==> config.mk <==
export PLATFORM = sky130hd
export DESIGN_NAME = fpc_top
export DESIGN_NICKNAME = d
export VERILOG_FILES = /design/src/hdl/fpc_pkg.sv /design/src/hdl/fpc_unlock.sv /design/src/hdl/fpc_op_engine.sv /design/src/hdl/fpc_top.sv
export SDC_FILE = /design/constraint.sdc
export NUM_CORES = 1
export LEC_CHECK = 0
export ABC_AREA = 1
export BUFFER_PORTS_ARGS = -buffer_cell sky130_fd_sc_hd__buf_2
export CELL_PAD_IN_SITES_DETAIL_PLACEMENT = 0
export CELL_PAD_IN_SITES_GLOBAL_PLACEMENT = 1
export CORE_MARGIN = 8
export CORE_UTILIZATION = 39
export DETAILED_ROUTE_END_ITERATION = 6
export PLACE_DENSITY = 0.79
export SLEW_MARGIN = 30
export SYNTH_ARGS = -nofsm -noshare
export SYNTH_HDL_FRONTEND = slang
export SYNTH_SLANG_ARGS = --single-unit
==> constraint.sdc <==
create_clock -name CLK_IN -period 2.2 [get_ports CLK_IN]
set_input_delay 0.22 -clock CLK_IN [delete_from_list [all_inputs] [get_ports CLK_IN]]
set_output_delay 0.22 -clock CLK_IN [all_outputs]
set_load 0.1 [all_outputs]
==> src/hdl/fpc_pkg.sv <==
package fpc_pkg;
  localparam int unsigned DW       = 32;
  localparam int unsigned AW       = 4;
  // register byte offsets
  localparam logic [3:0] OFF_CTRL  = 4'h0;
  localparam logic [3:0] OFF_KEY   = 4'h4;
  localparam logic [3:0] OFF_IST   = 4'h8;
  localparam logic [3:0] OFF_IMSK  = 4'hC;
  // control register fields
  localparam int unsigned B_LAUNCH = 15;
  localparam int unsigned B_GATE   = 14;
  localparam int unsigned B_FAIL   = 13;
  localparam int unsigned B_UVF    = 12;
  localparam int unsigned B_UVL    = 11;
  localparam int unsigned OPS_W    = 4;
  localparam logic [3:0] OPS_RST   = 4'h0;
  localparam logic       GATE_RST  = 1'b0;
  // operation select codes
  localparam logic [3:0] OP_NONE0  = 4'h0;
  localparam logic [3:0] OP_WORD   = 4'h1;
  localparam logic [3:0] OP_NONE2  = 4'h2;
  localparam logic [3:0] OP_ROW    = 4'h3;
  localparam logic [3:0] OP_PAGE   = 4'h4;
  localparam logic [3:0] OP_BULK   = 4'h5;
  localparam logic [3:0] OP_NONE6  = 4'h6;
  // interrupt status and mask fields
  localparam int unsigned IRQ_W    = 3;
  localparam int unsigned I_DONE   = 0;
  localparam int unsigned I_FAIL   = 1;
  localparam int unsigned I_UVF    = 2;
  localparam logic [2:0] IRQ_RST   = 3'h0;
  localparam logic [1:0] RESP_OK   = 2'h0;
  localparam logic [1:0] RESP_ERR  = 2'h2;
  // unlock keys, values arbitrary
  localparam logic [31:0] KEY_A    = 32'h1234_5678;
  localparam logic [31:0] KEY_B    = 32'hEDCB_A987;
  // array busy time per real operation, in clock cycles
  localparam int unsigned OP_CYC   = 16;
endpackage

==> src/hdl/fpc_unlock.sv <==
`timescale 1ns/1ps
`default_nettype none
module fpc_unlock
  import fpc_pkg::*;
(
  input  wire logic        clk_in,
  input  wire logic        rst_n_in,
  input  wire logic        key_wr_in,
  input  wire logic [31:0] key_data_in,
  input  wire logic        consume_in,
  output logic             unlocked_out
);
  typedef enum logic [1:0] {UL_IDLE, UL_HALF, UL_OPEN} fpc_ul_type;
  fpc_ul_type state_q, state_d;

  always_comb begin
    state_d = state_q;
    if (key_wr_in) begin
      // second key must follow the first directly
      if (state_q == UL_HALF && key_data_in == KEY_B) begin
        state_d = UL_OPEN;
      end else if (key_data_in == KEY_A) begin
        state_d = UL_HALF;
      end else begin
        state_d = UL_IDLE;
      end
    end else if (consume_in) begin
      state_d = UL_IDLE;
    end
  end

  always_ff @(posedge clk_in or negedge rst_n_in) begin
    if (!rst_n_in) begin
      state_q <= UL_IDLE;
    end else begin
      state_q <= state_d;
    end
  end

  assign unlocked_out = (state_q == UL_OPEN);
endmodule
`default_nettype wire

==> src/hdl/fpc_op_engine.sv <==
`timescale 1ns/1ps
`default_nettype none
module fpc_op_engine
  import fpc_pkg::*;
#(
  parameter int unsigned OP_CYCLES = OP_CYC
)(
  input  wire logic       clk_in,
  input  wire logic       rst_n_in,
  input  wire logic       start_in,
  input  wire logic [3:0] op_in,
  input  wire logic       prot_target_in,
  input  wire logic       prot_any_in,
  input  wire logic       uv_in,
  output logic            busy_out,
  output logic            done_out,
  output logic            fail_out,
  output logic            uv_seen_out,
  output logic            active_out,
  output logic [3:0]      cmd_out
);
  localparam int unsigned CW = $clog2(OP_CYCLES + 1);
  if (OP_CYCLES < 1) begin : g_chk
    $error("OP_CYCLES must be at least one");
  end

  typedef enum logic {ENG_IDLE, ENG_RUN} fpc_eng_type;
  fpc_eng_type    state_q, state_d;
  logic [CW-1:0]  cnt_q, cnt_d;
  logic           done_d, fail_d, uv_d, act_d;
  logic [3:0]     cmd_d;
  logic           is_real, blocked, reserved;

  always_comb begin
    is_real  = (op_in == OP_WORD) || (op_in == OP_ROW) ||
               (op_in == OP_PAGE) || (op_in == OP_BULK);
    // bulk needs every page free, the rest only the target
    blocked  = (op_in == OP_BULK) ? prot_any_in : prot_target_in;
    reserved = (op_in > OP_NONE6);
    state_d  = state_q;
    cnt_d    = cnt_q;
    done_d   = 1'b0;
    fail_d   = fail_out;
    uv_d     = uv_seen_out;
    act_d    = active_out;
    cmd_d    = cmd_out;
    unique case (state_q)
      ENG_IDLE: begin
        if (start_in) begin
          if (is_real && !blocked) begin
            state_d = ENG_RUN;
            cnt_d   = CW'(OP_CYCLES - 1);
            uv_d    = uv_in;
            act_d   = 1'b1;
            cmd_d   = op_in;
          end else begin
            // protected target or reserved code ends at once
            done_d = 1'b1;
            fail_d = (is_real && blocked) || reserved;
            uv_d   = 1'b0;
          end
        end
      end
      ENG_RUN: begin
        uv_d = uv_seen_out | uv_in;
        if (cnt_q == '0) begin
          state_d = ENG_IDLE;
          done_d  = 1'b1;
          act_d   = 1'b0;
          // low supply during the pulse spoils the data
          fail_d  = uv_seen_out | uv_in;
        end else begin
          cnt_d = cnt_q - CW'(1);
        end
      end
    endcase
  end

  always_ff @(posedge clk_in or negedge rst_n_in) begin
    if (!rst_n_in) begin
      state_q     <= ENG_IDLE;
      cnt_q       <= '0;
      done_out    <= 1'b0;
      fail_out    <= 1'b0;
      uv_seen_out <= 1'b0;
      active_out  <= 1'b0;
      cmd_out     <= OP_NONE0;
    end else begin
      state_q     <= state_d;
      cnt_q       <= cnt_d;
      done_out    <= done_d;
      fail_out    <= fail_d;
      uv_seen_out <= uv_d;
      active_out  <= act_d;
      cmd_out     <= cmd_d;
    end
  end

  assign busy_out = (state_q != ENG_IDLE);

  property p_prot_block;
    @(posedge clk_in) disable iff (!rst_n_in)
    start_in && !busy_out && is_real && blocked |=> done_out && fail_out && !active_out;
  endproperty
  a_prot_block: assert property (p_prot_block) else $error("protected target was touched");
  property p_prog_run;
    @(posedge clk_in) disable iff (!rst_n_in)
    start_in && !busy_out && (op_in == OP_ROW || op_in == OP_WORD) && !prot_target_in
      |=> active_out && cmd_out == $past(op_in);
  endproperty
  a_prog_run: assert property (p_prog_run) else $error("program did not start");
  property p_nop;
    @(posedge clk_in) disable iff (!rst_n_in)
    start_in && !busy_out && (op_in == OP_NONE0 || op_in == OP_NONE2 || op_in == OP_NONE6)
      |=> done_out && !fail_out && !active_out;
  endproperty
  a_nop: assert property (p_nop) else $error("no-op code touched the array");
endmodule
`default_nettype wire

==> src/hdl/fpc_top.sv <==
`timescale 1ns/1ps
`default_nettype none
// Overview of operation
// - Writing one to the launch bit starts the chosen operation and hardware clears it at the end.
// - A launch is taken only with the gate enable set and the unlock keys just written.
// - The gate enable permits launches and powers the undervoltage detector, clear blocks both.
// - Device reset clears only the gate enable, other control bits keep their value.
// - The failure flag is set when a sequence fails and reads zero after a normal one.
// - With the detector on, low voltage during programming sets the undervoltage failure flag.
// - With the detector on, the live flag follows the present low-voltage condition.
// - The operation select field takes writes only while the gate enable is zero.
// - Code 0101 erases the whole array unless any page is protected, 0100 one unprotected page.
// - Code 0011 programs a row and 0001 a word, never a protected target.
// - Codes 0110, 0010 and 0000 do nothing and codes from 0111 up are reserved.
// - Launching with code 0000 clears the failure, undervoltage failure and live flags.
module fpc_top
  import fpc_pkg::*;
#(
  parameter int unsigned OP_CYCLES = OP_CYC
)(
  input  wire logic          CLK_IN,
  input  wire logic          RST_N_IN,
  input  wire logic          POR_N_IN,
  input  wire logic [AW-1:0] AXI_AWADDR_IN,
  input  wire logic          AXI_AWVALID_IN,
  output logic               AXI_AWREADY_OUT,
  input  wire logic [DW-1:0] AXI_WDATA_IN,
  input  wire logic [3:0]    AXI_WSTRB_IN,
  input  wire logic          AXI_WVALID_IN,
  output logic               AXI_WREADY_OUT,
  output logic [1:0]         AXI_BRESP_OUT,
  output logic               AXI_BVALID_OUT,
  input  wire logic          AXI_BREADY_IN,
  input  wire logic [AW-1:0] AXI_ARADDR_IN,
  input  wire logic          AXI_ARVALID_IN,
  output logic               AXI_ARREADY_OUT,
  output logic [DW-1:0]      AXI_RDATA_OUT,
  output logic [1:0]         AXI_RRESP_OUT,
  output logic               AXI_RVALID_OUT,
  input  wire logic          AXI_RREADY_IN,
  input  wire logic          PROT_TARGET_IN,
  input  wire logic          PROT_ANY_IN,
  input  wire logic          LOW_VOLT_IN,
  output logic               UV_DET_EN_OUT,
  output logic               ARRAY_ACTIVE_OUT,
  output logic [3:0]         ARRAY_CMD_OUT,
  output logic               IRQ_OUT
);
  function automatic logic mapped(input logic [AW-1:0] a);
    mapped = (a == OFF_CTRL) || (a == OFF_KEY) || (a == OFF_IST) || (a == OFF_IMSK);
  endfunction

  function automatic logic [DW-1:0] merge(input logic [DW-1:0] old_v,
                                          input logic [DW-1:0] new_v,
                                          input logic [3:0]    strb);
    logic [DW-1:0] r;
    r = old_v;
    for (int i = 0; i < 4; i++) begin
      if (strb[i]) begin
        r[8*i +: 8] = new_v[8*i +: 8];
      end
    end
    merge = r;
  endfunction

  // bus, gate enable, unlock keys and interrupt registers fall on either reset, the rest on power-on only
  logic rst_all_n;
  assign rst_all_n = RST_N_IN & POR_N_IN;

  logic            aw_got_q, aw_got_d, w_got_q, w_got_d, bvalid_q, bvalid_d;
  logic [AW-1:0]   awaddr_q, awaddr_d;
  logic [DW-1:0]   wdata_q, wdata_d;
  logic [3:0]      wstrb_q, wstrb_d;
  logic [1:0]      bresp_q, bresp_d;
  logic            do_wr;

  assign AXI_AWREADY_OUT = !aw_got_q && !bvalid_q;
  assign AXI_WREADY_OUT  = !w_got_q && !bvalid_q;
  assign do_wr           = aw_got_q && w_got_q && !bvalid_q;

  always_comb begin
    aw_got_d = aw_got_q;
    w_got_d  = w_got_q;
    awaddr_d = awaddr_q;
    wdata_d  = wdata_q;
    wstrb_d  = wstrb_q;
    bvalid_d = bvalid_q;
    bresp_d  = bresp_q;
    if (AXI_AWVALID_IN && AXI_AWREADY_OUT) begin
      aw_got_d = 1'b1;
      awaddr_d = AXI_AWADDR_IN;
    end
    if (AXI_WVALID_IN && AXI_WREADY_OUT) begin
      w_got_d = 1'b1;
      wdata_d = AXI_WDATA_IN;
      wstrb_d = AXI_WSTRB_IN;
    end
    if (do_wr) begin
      aw_got_d = 1'b0;
      w_got_d  = 1'b0;
      bvalid_d = 1'b1;
      bresp_d  = mapped(awaddr_q) ? RESP_OK : RESP_ERR;
    end else if (bvalid_q && AXI_BREADY_IN) begin
      bvalid_d = 1'b0;
    end
  end

  always_ff @(posedge CLK_IN or negedge rst_all_n) begin
    if (!rst_all_n) begin
      aw_got_q <= 1'b0;
      w_got_q  <= 1'b0;
      awaddr_q <= '0;
      wdata_q  <= '0;
      wstrb_q  <= '0;
      bvalid_q <= 1'b0;
      bresp_q  <= RESP_OK;
    end else begin
      aw_got_q <= aw_got_d;
      w_got_q  <= w_got_d;
      awaddr_q <= awaddr_d;
      wdata_q  <= wdata_d;
      wstrb_q  <= wstrb_d;
      bvalid_q <= bvalid_d;
      bresp_q  <= bresp_d;
    end
  end

  assign AXI_BVALID_OUT = bvalid_q;
  assign AXI_BRESP_OUT  = bresp_q;

  logic             gate_q, gate_d, launch_q, launch_d, fail_q, fail_d;
  logic             uvf_q, uvf_d, uvl_q, uvl_d;
  logic [OPS_W-1:0] op_q, op_d;
  logic [IRQ_W-1:0] ist_q, ist_d, imsk_q, imsk_d, ev;
  logic [DW-1:0]    ctrl_rd, wr_val;
  logic             wr_ctrl, launch_req, clear12, unlocked;
  logic             eng_done, eng_fail, eng_uv, eng_busy;

  assign ctrl_rd = {16'h0000, launch_q, gate_q, fail_q, uvf_q, uvl_q, 7'h00, op_q};
  assign wr_ctrl = do_wr && (awaddr_q == OFF_CTRL);

  always_comb begin
    wr_val = merge(ctrl_rd, wdata_q, wstrb_q);
    launch_req = wr_ctrl && wr_val[B_LAUNCH] && !launch_q && gate_q && unlocked;
    clear12 = launch_req && (op_q == OP_NONE0);
    gate_d  = wr_ctrl ? wr_val[B_GATE] : gate_q;
    op_d = (wr_ctrl && !gate_q) ? wr_val[OPS_W-1:0] : op_q;
    launch_d = launch_req || (launch_q && !eng_done);
    fail_d = eng_done ? eng_fail : (clear12 ? 1'b0 : fail_q);
    uvf_d = (eng_done && eng_uv) ? 1'b1 : (clear12 ? 1'b0 : uvf_q);
    uvl_d = clear12 ? 1'b0 : (gate_q && LOW_VOLT_IN);
  end

  // gate enable alone on device reset
  always_ff @(posedge CLK_IN or negedge rst_all_n) begin
    if (!rst_all_n) begin
      gate_q <= GATE_RST;
    end else begin
      gate_q <= gate_d;
    end
  end

  always_ff @(posedge CLK_IN or negedge POR_N_IN) begin
    if (!POR_N_IN) begin
      op_q     <= OPS_RST;
      launch_q <= 1'b0;
      fail_q   <= 1'b0;
      uvf_q    <= 1'b0;
      uvl_q    <= 1'b0;
    end else begin
      op_q     <= op_d;
      launch_q <= launch_d;
      fail_q   <= fail_d;
      uvf_q    <= uvf_d;
      uvl_q    <= uvl_d;
    end
  end

  assign UV_DET_EN_OUT = gate_q;

  // events win over a same-cycle clear
  always_comb begin
    ev         = '0;
    ev[I_DONE] = eng_done;
    ev[I_FAIL] = eng_done && eng_fail;
    ev[I_UVF]  = eng_done && eng_uv;
    ist_d      = ist_q;
    imsk_d     = imsk_q;
    if (do_wr && awaddr_q == OFF_IST && wstrb_q[0]) begin
      ist_d = ist_q & ~wdata_q[IRQ_W-1:0];
    end
    if (do_wr && awaddr_q == OFF_IMSK && wstrb_q[0]) begin
      imsk_d = wdata_q[IRQ_W-1:0];
    end
    ist_d = ist_d | ev;
  end

  always_ff @(posedge CLK_IN or negedge rst_all_n) begin
    if (!rst_all_n) begin
      ist_q  <= IRQ_RST;
      imsk_q <= IRQ_RST;
    end else begin
      ist_q  <= ist_d;
      imsk_q <= imsk_d;
    end
  end

  assign IRQ_OUT = |(ist_q & imsk_q);

  logic          rvalid_q, rvalid_d;
  logic [DW-1:0] rdata_q, rdata_d;
  logic [1:0]    rresp_q, rresp_d;

  assign AXI_ARREADY_OUT = !rvalid_q;

  always_comb begin
    rvalid_d = rvalid_q;
    rdata_d  = rdata_q;
    rresp_d  = rresp_q;
    if (AXI_ARVALID_IN && AXI_ARREADY_OUT) begin
      rvalid_d = 1'b1;
      rresp_d  = mapped(AXI_ARADDR_IN) ? RESP_OK : RESP_ERR;
      unique case (AXI_ARADDR_IN)
        OFF_CTRL: rdata_d = ctrl_rd;
        OFF_IST:  rdata_d = {{(DW-IRQ_W){1'b0}}, ist_q};
        OFF_IMSK: rdata_d = {{(DW-IRQ_W){1'b0}}, imsk_q};
        default:  rdata_d = '0;
      endcase
    end else if (rvalid_q && AXI_RREADY_IN) begin
      rvalid_d = 1'b0;
    end
  end

  always_ff @(posedge CLK_IN or negedge rst_all_n) begin
    if (!rst_all_n) begin
      rvalid_q <= 1'b0;
      rdata_q  <= '0;
      rresp_q  <= RESP_OK;
    end else begin
      rvalid_q <= rvalid_d;
      rdata_q  <= rdata_d;
      rresp_q  <= rresp_d;
    end
  end

  assign AXI_RVALID_OUT = rvalid_q;
  assign AXI_RDATA_OUT  = rdata_q;
  assign AXI_RRESP_OUT  = rresp_q;

  // any control write spends the keys, so each launch needs a fresh pair
  fpc_unlock u_unlock (
    .clk_in       (CLK_IN),
    .rst_n_in     (rst_all_n),
    .key_wr_in    (do_wr && awaddr_q == OFF_KEY),
    .key_data_in  (wdata_q),
    .consume_in   (wr_ctrl),
    .unlocked_out (unlocked)
  );

  fpc_op_engine #(.OP_CYCLES(OP_CYCLES)) u_engine (
    .clk_in         (CLK_IN),
    .rst_n_in       (POR_N_IN),
    .start_in       (launch_req),
    .op_in          (op_q),
    .prot_target_in (PROT_TARGET_IN),
    .prot_any_in    (PROT_ANY_IN),
    .uv_in          (gate_q && LOW_VOLT_IN),
    .busy_out       (eng_busy),
    .done_out       (eng_done),
    .fail_out       (eng_fail),
    .uv_seen_out    (eng_uv),
    .active_out     (ARRAY_ACTIVE_OUT),
    .cmd_out        (ARRAY_CMD_OUT)
  );

  property p_launch_set;
    @(posedge CLK_IN) disable iff (!rst_all_n)
    launch_req |=> launch_q && eng_busy || eng_done;
  endproperty
  a_launch_set: assert property (p_launch_set) else $error("launch not started");
  property p_launch_clr;
    @(posedge CLK_IN) disable iff (!rst_all_n)
    eng_done |=> !launch_q;
  endproperty
  a_launch_clr: assert property (p_launch_clr) else $error("launch bit not cleared");
  property p_gate_unlock;
    @(posedge CLK_IN) disable iff (!rst_all_n)
    $rose(launch_q) |-> $past(gate_q) && $past(unlocked);
  endproperty
  a_gate_unlock: assert property (p_gate_unlock) else $error("launch without gate");
  property p_gate_off;
    @(posedge CLK_IN) disable iff (!rst_all_n)
    !gate_q ##1 !gate_q |-> !uvl_q && !UV_DET_EN_OUT && !$rose(launch_q);
  endproperty
  a_gate_off: assert property (p_gate_off) else $error("gate off not honoured");
  property p_keep;
    @(posedge CLK_IN) disable iff (!POR_N_IN)
    !RST_N_IN |=> op_q == $past(op_q) && !gate_q;
  endproperty
  a_keep: assert property (p_keep) else $error("device reset lost a bit");
  property p_fail;
    @(posedge CLK_IN) disable iff (!rst_all_n)
    eng_done |=> fail_q == $past(eng_fail);
  endproperty
  a_fail: assert property (p_fail) else $error("failure flag wrong");
  property p_uvf;
    @(posedge CLK_IN) disable iff (!rst_all_n)
    eng_done && eng_uv |=> uvf_q && ist_q[I_UVF];
  endproperty
  a_uvf: assert property (p_uvf) else $error("undervoltage failure missed");
  property p_uvl;
    @(posedge CLK_IN) disable iff (!rst_all_n)
    !clear12 |=> uvl_q == ($past(gate_q) && $past(LOW_VOLT_IN));
  endproperty
  a_uvl: assert property (p_uvl) else $error("live flag wrong");
  property p_op_lock;
    @(posedge CLK_IN) disable iff (!rst_all_n)
    gate_q |=> op_q == $past(op_q);
  endproperty
  a_op_lock: assert property (p_op_lock) else $error("select changed while gated");
  property p_clear;
    @(posedge CLK_IN) disable iff (!rst_all_n)
    clear12 |=> !fail_q && !uvf_q && !uvl_q ##1 !launch_q;
  endproperty
  a_clear: assert property (p_clear) else $error("zero-code launch kept flags");
endmodule
`default_nettype wire

==> results.txt <==
outcome -> finished clean
Mapped Cells -> 443
Post-Layout Cell Count -> 669
maximum vdd drop -> 0.451 mV
port bufs -> 75
Via density -> 4.60
CTS sink cnt -> 84
clock root buffer -> clkbuf_8
Critical Path Source Type -> flop
synth cell count leaders -> 102 x nand2_1, 84 x dfrtp_1, 47 x nor2_1, 43 x inv_1, 25 x buf_4
overall power -> 5.52 mW
Slew Limit Fails -> 0
critical path class -> reg2reg
gr usage total -> 13.5%
Max Freq -> 621 MHz
Reg clk slew, reported paths -> 0.09 ns
Nets -> 584
setup slack after placement -> 0.579 ns
Max clock buf depth -> 2
full die area -> 13700 um^2
most common cell in the netlist -> nand2_1
HP Start -> AXI_RREADY_IN
CTS tree -> built
Tcrit/Tclk final -> 73.2%
register bit count reported by yosys -> 84
area grow syn2layout -> 18.5%
DRT iter0 DRCs -> 249
post-synthesis sequential area ratio -> 52.7%
Die W -> 117 um
Post-CTS Setup Bufs -> 0
total grt overflow -> 0
critical path endpoint category -> flop
DRC violations left -> 0
hpwl dp -> 6.63 mm
required time of the critical path -> 2.44 ns
H-Tree Depth -> 3
largest cells by area after synthesis -> dfrtp_1 53%, nand2_1 9.6%, mux2_2 4.8%
largest net degree at the start of global routing -> 39
Num CTS Buffers -> 9
asr flop ratio synth -> 100%
final setup vio count -> 0
Slew headroom -> 51.6%
Max FO, Critical Path -> 38
core footprint -> 10100 um^2
setup TNS -> 0 ns
ratio of cells with drive above 1 in the final layout -> 26.6%
routed len/inst -> 12.8 um
initial core utilization -> 39.4%
global-route wire length before repair -> 14.5 mm
Top FF cell, synth -> dfrtp_1
Post-synth EDFFs -> 0
Die H -> 117 um
Placed Cells -> 651
vias in the first global route -> 3040
clk_lat worst skew -> 0.36 ns
post-synthesis instance area -> 3990 um^2
ANT nets after route -> 0
MaxCap Viol Count -> 0
Synth top area share -> 52.7%
warnings from Yosys -> 0
arrival time worst endpoint -> 1.85 ns
Worst-Margin Slew -> 0.723 ns
Setup Skew -> 0.0169 ns
IO Pins -> 103
syn avg cell area -> 9.01 um^2
DRT Wirelength -> 8.58 mm
area leader, netlist -> dfrtp_1
Pwr per Cell Area -> 1170 nW/um^2
diode count -> 0
via count -> 3078
GP Congestion -> 0.756
DR pass1 iterations -> 4
P_leak -> 2.43 nW
Rows -> 37
CP startpoint -> w_got_q$_DFFE_PN0P_
Hold WC Path Type -> in2reg
post-route minimum period -> 1.61 ns
synth unique cells -> 36
initial antenna violation count -> 0
RSZ-0062 raised after global routing -> false
final worst slack -> 0.589 ns
r2r startpoint -> w_got_q$_DFFE_PN0P_
final hold violation count -> 0
==> routing by layer <==
| layer | global-route usage [%] | share of wire [%] | wire length [um] |
|---|---|---|---|
| met2 | 20.3 | 45 | 3860 |
| met3 | 4.00 | 7.1 | 607 |
| met5 | 0 | 0 | 0 |
| met4 | 5.12 | 1.4 | 123 |
| met1 | 18.0 | 46 | 3990 |
==> registers in the layout (all words and copies together) (netlist names), 3 cells and up <==
signal / count
wdata_q: 32
op_q: 4
u_engine.cmd_out: 4
imsk_q: 3
u_engine.cnt_q: 5
ist_q: 3
AXI_RDATA_OUT: 9
awaddr_q: 4
==> cell type report <==
type / count / area [um^2]
tap: 136 / 170
sequential: 84 / 2100
clock buffer: 10 / 138
fill: 1003 / 5410
multi-input combinational: 305 / 1600
timing repair buffer: 82 / 445
inverter: 46 / 176
clock inverter: 6 / 95.1
==> layout by cell type (no fill, tap or decap), types with 16 or more instances in the layout <==
master	instances
mux2_2	17
conb_1	25
dfrtp_1	82
nand3_1	19
o21ai_0	16
nand2_1	102
a21oi_1	23
inv_1	41
nor2_1	46
buf_2	75
==> timing repair <==
| item | CTS | global route |
|---|---|---|
| hold buffers | 2 | 0 |
| endpoints found under the hold margin | 34 | 0 |
| endpoints found under the setup margin | 0 | 0 |
| resized for setup | 0 | 0 |
==> final timing paths <==
| check | slack [ns] | to | depth (start not counted) |
|---|---|---|---|
| max | 0.59 | wdata_q[2]$_DFFE_PN0P_ | 5 |
| min | 0.04 | AXI_RVALID_OUT$_DFFE_PN0P_ | 2 |
| max reg2reg | 0.59 | wdata_q[2]$_DFFE_PN0P_ | 5 |
| min reg2reg | 0.47 | AXI_RDATA_OUT[11]$_DFFE_PN0P_ | 2 |
| max in group asynchronous | 1.23 | AXI_RVALID_OUT$_DFFE_PN0P_ | 5 |
| min in group asynchronous | 0.38 | wdata_q[9]$_DFFE_PN0P_ | 4 |
==> through the flow <==
step	hold WS (ns)	instance area, um^2	utilization [%]
after CTS	0.0267	4730	46.6
after global routing	0.0284	4730	46.6
after floorplan	-0.0756	4100	-
after detailed placement	0.236	4480	44.1
after global placement	0.226	4480	44.1
final	0.0435	4730	46.6
==> critical path: stages (launching register included) <==
cell     delay [ns]
dfrtp_1        0.45
nor2_4         0.13
nand2_2        0.41
buf_4          0.35
nor2_1         0.09
a21oi_1        0.04
==> kinds of logic after synthesis <==
family,synth area share (%)
flip-flops,52.7
XOR/XNOR,0.219
other,0.0940
adder cells (fa/ha/maj),0.313
AND/OR/NAND/NOR,25.1
buffers and inverters,9.84
AO/OA/AOI/OAI,6.99
multiplexers,4.80
==> power by group <==
group	internal (mW)	total [mW]	switching, mW
sequential	1.99	2.33	0.344
combinational	0.528	1.92	1.39
clock	0.680	1.27	0.588
Power figures use the tool's default switching activity.
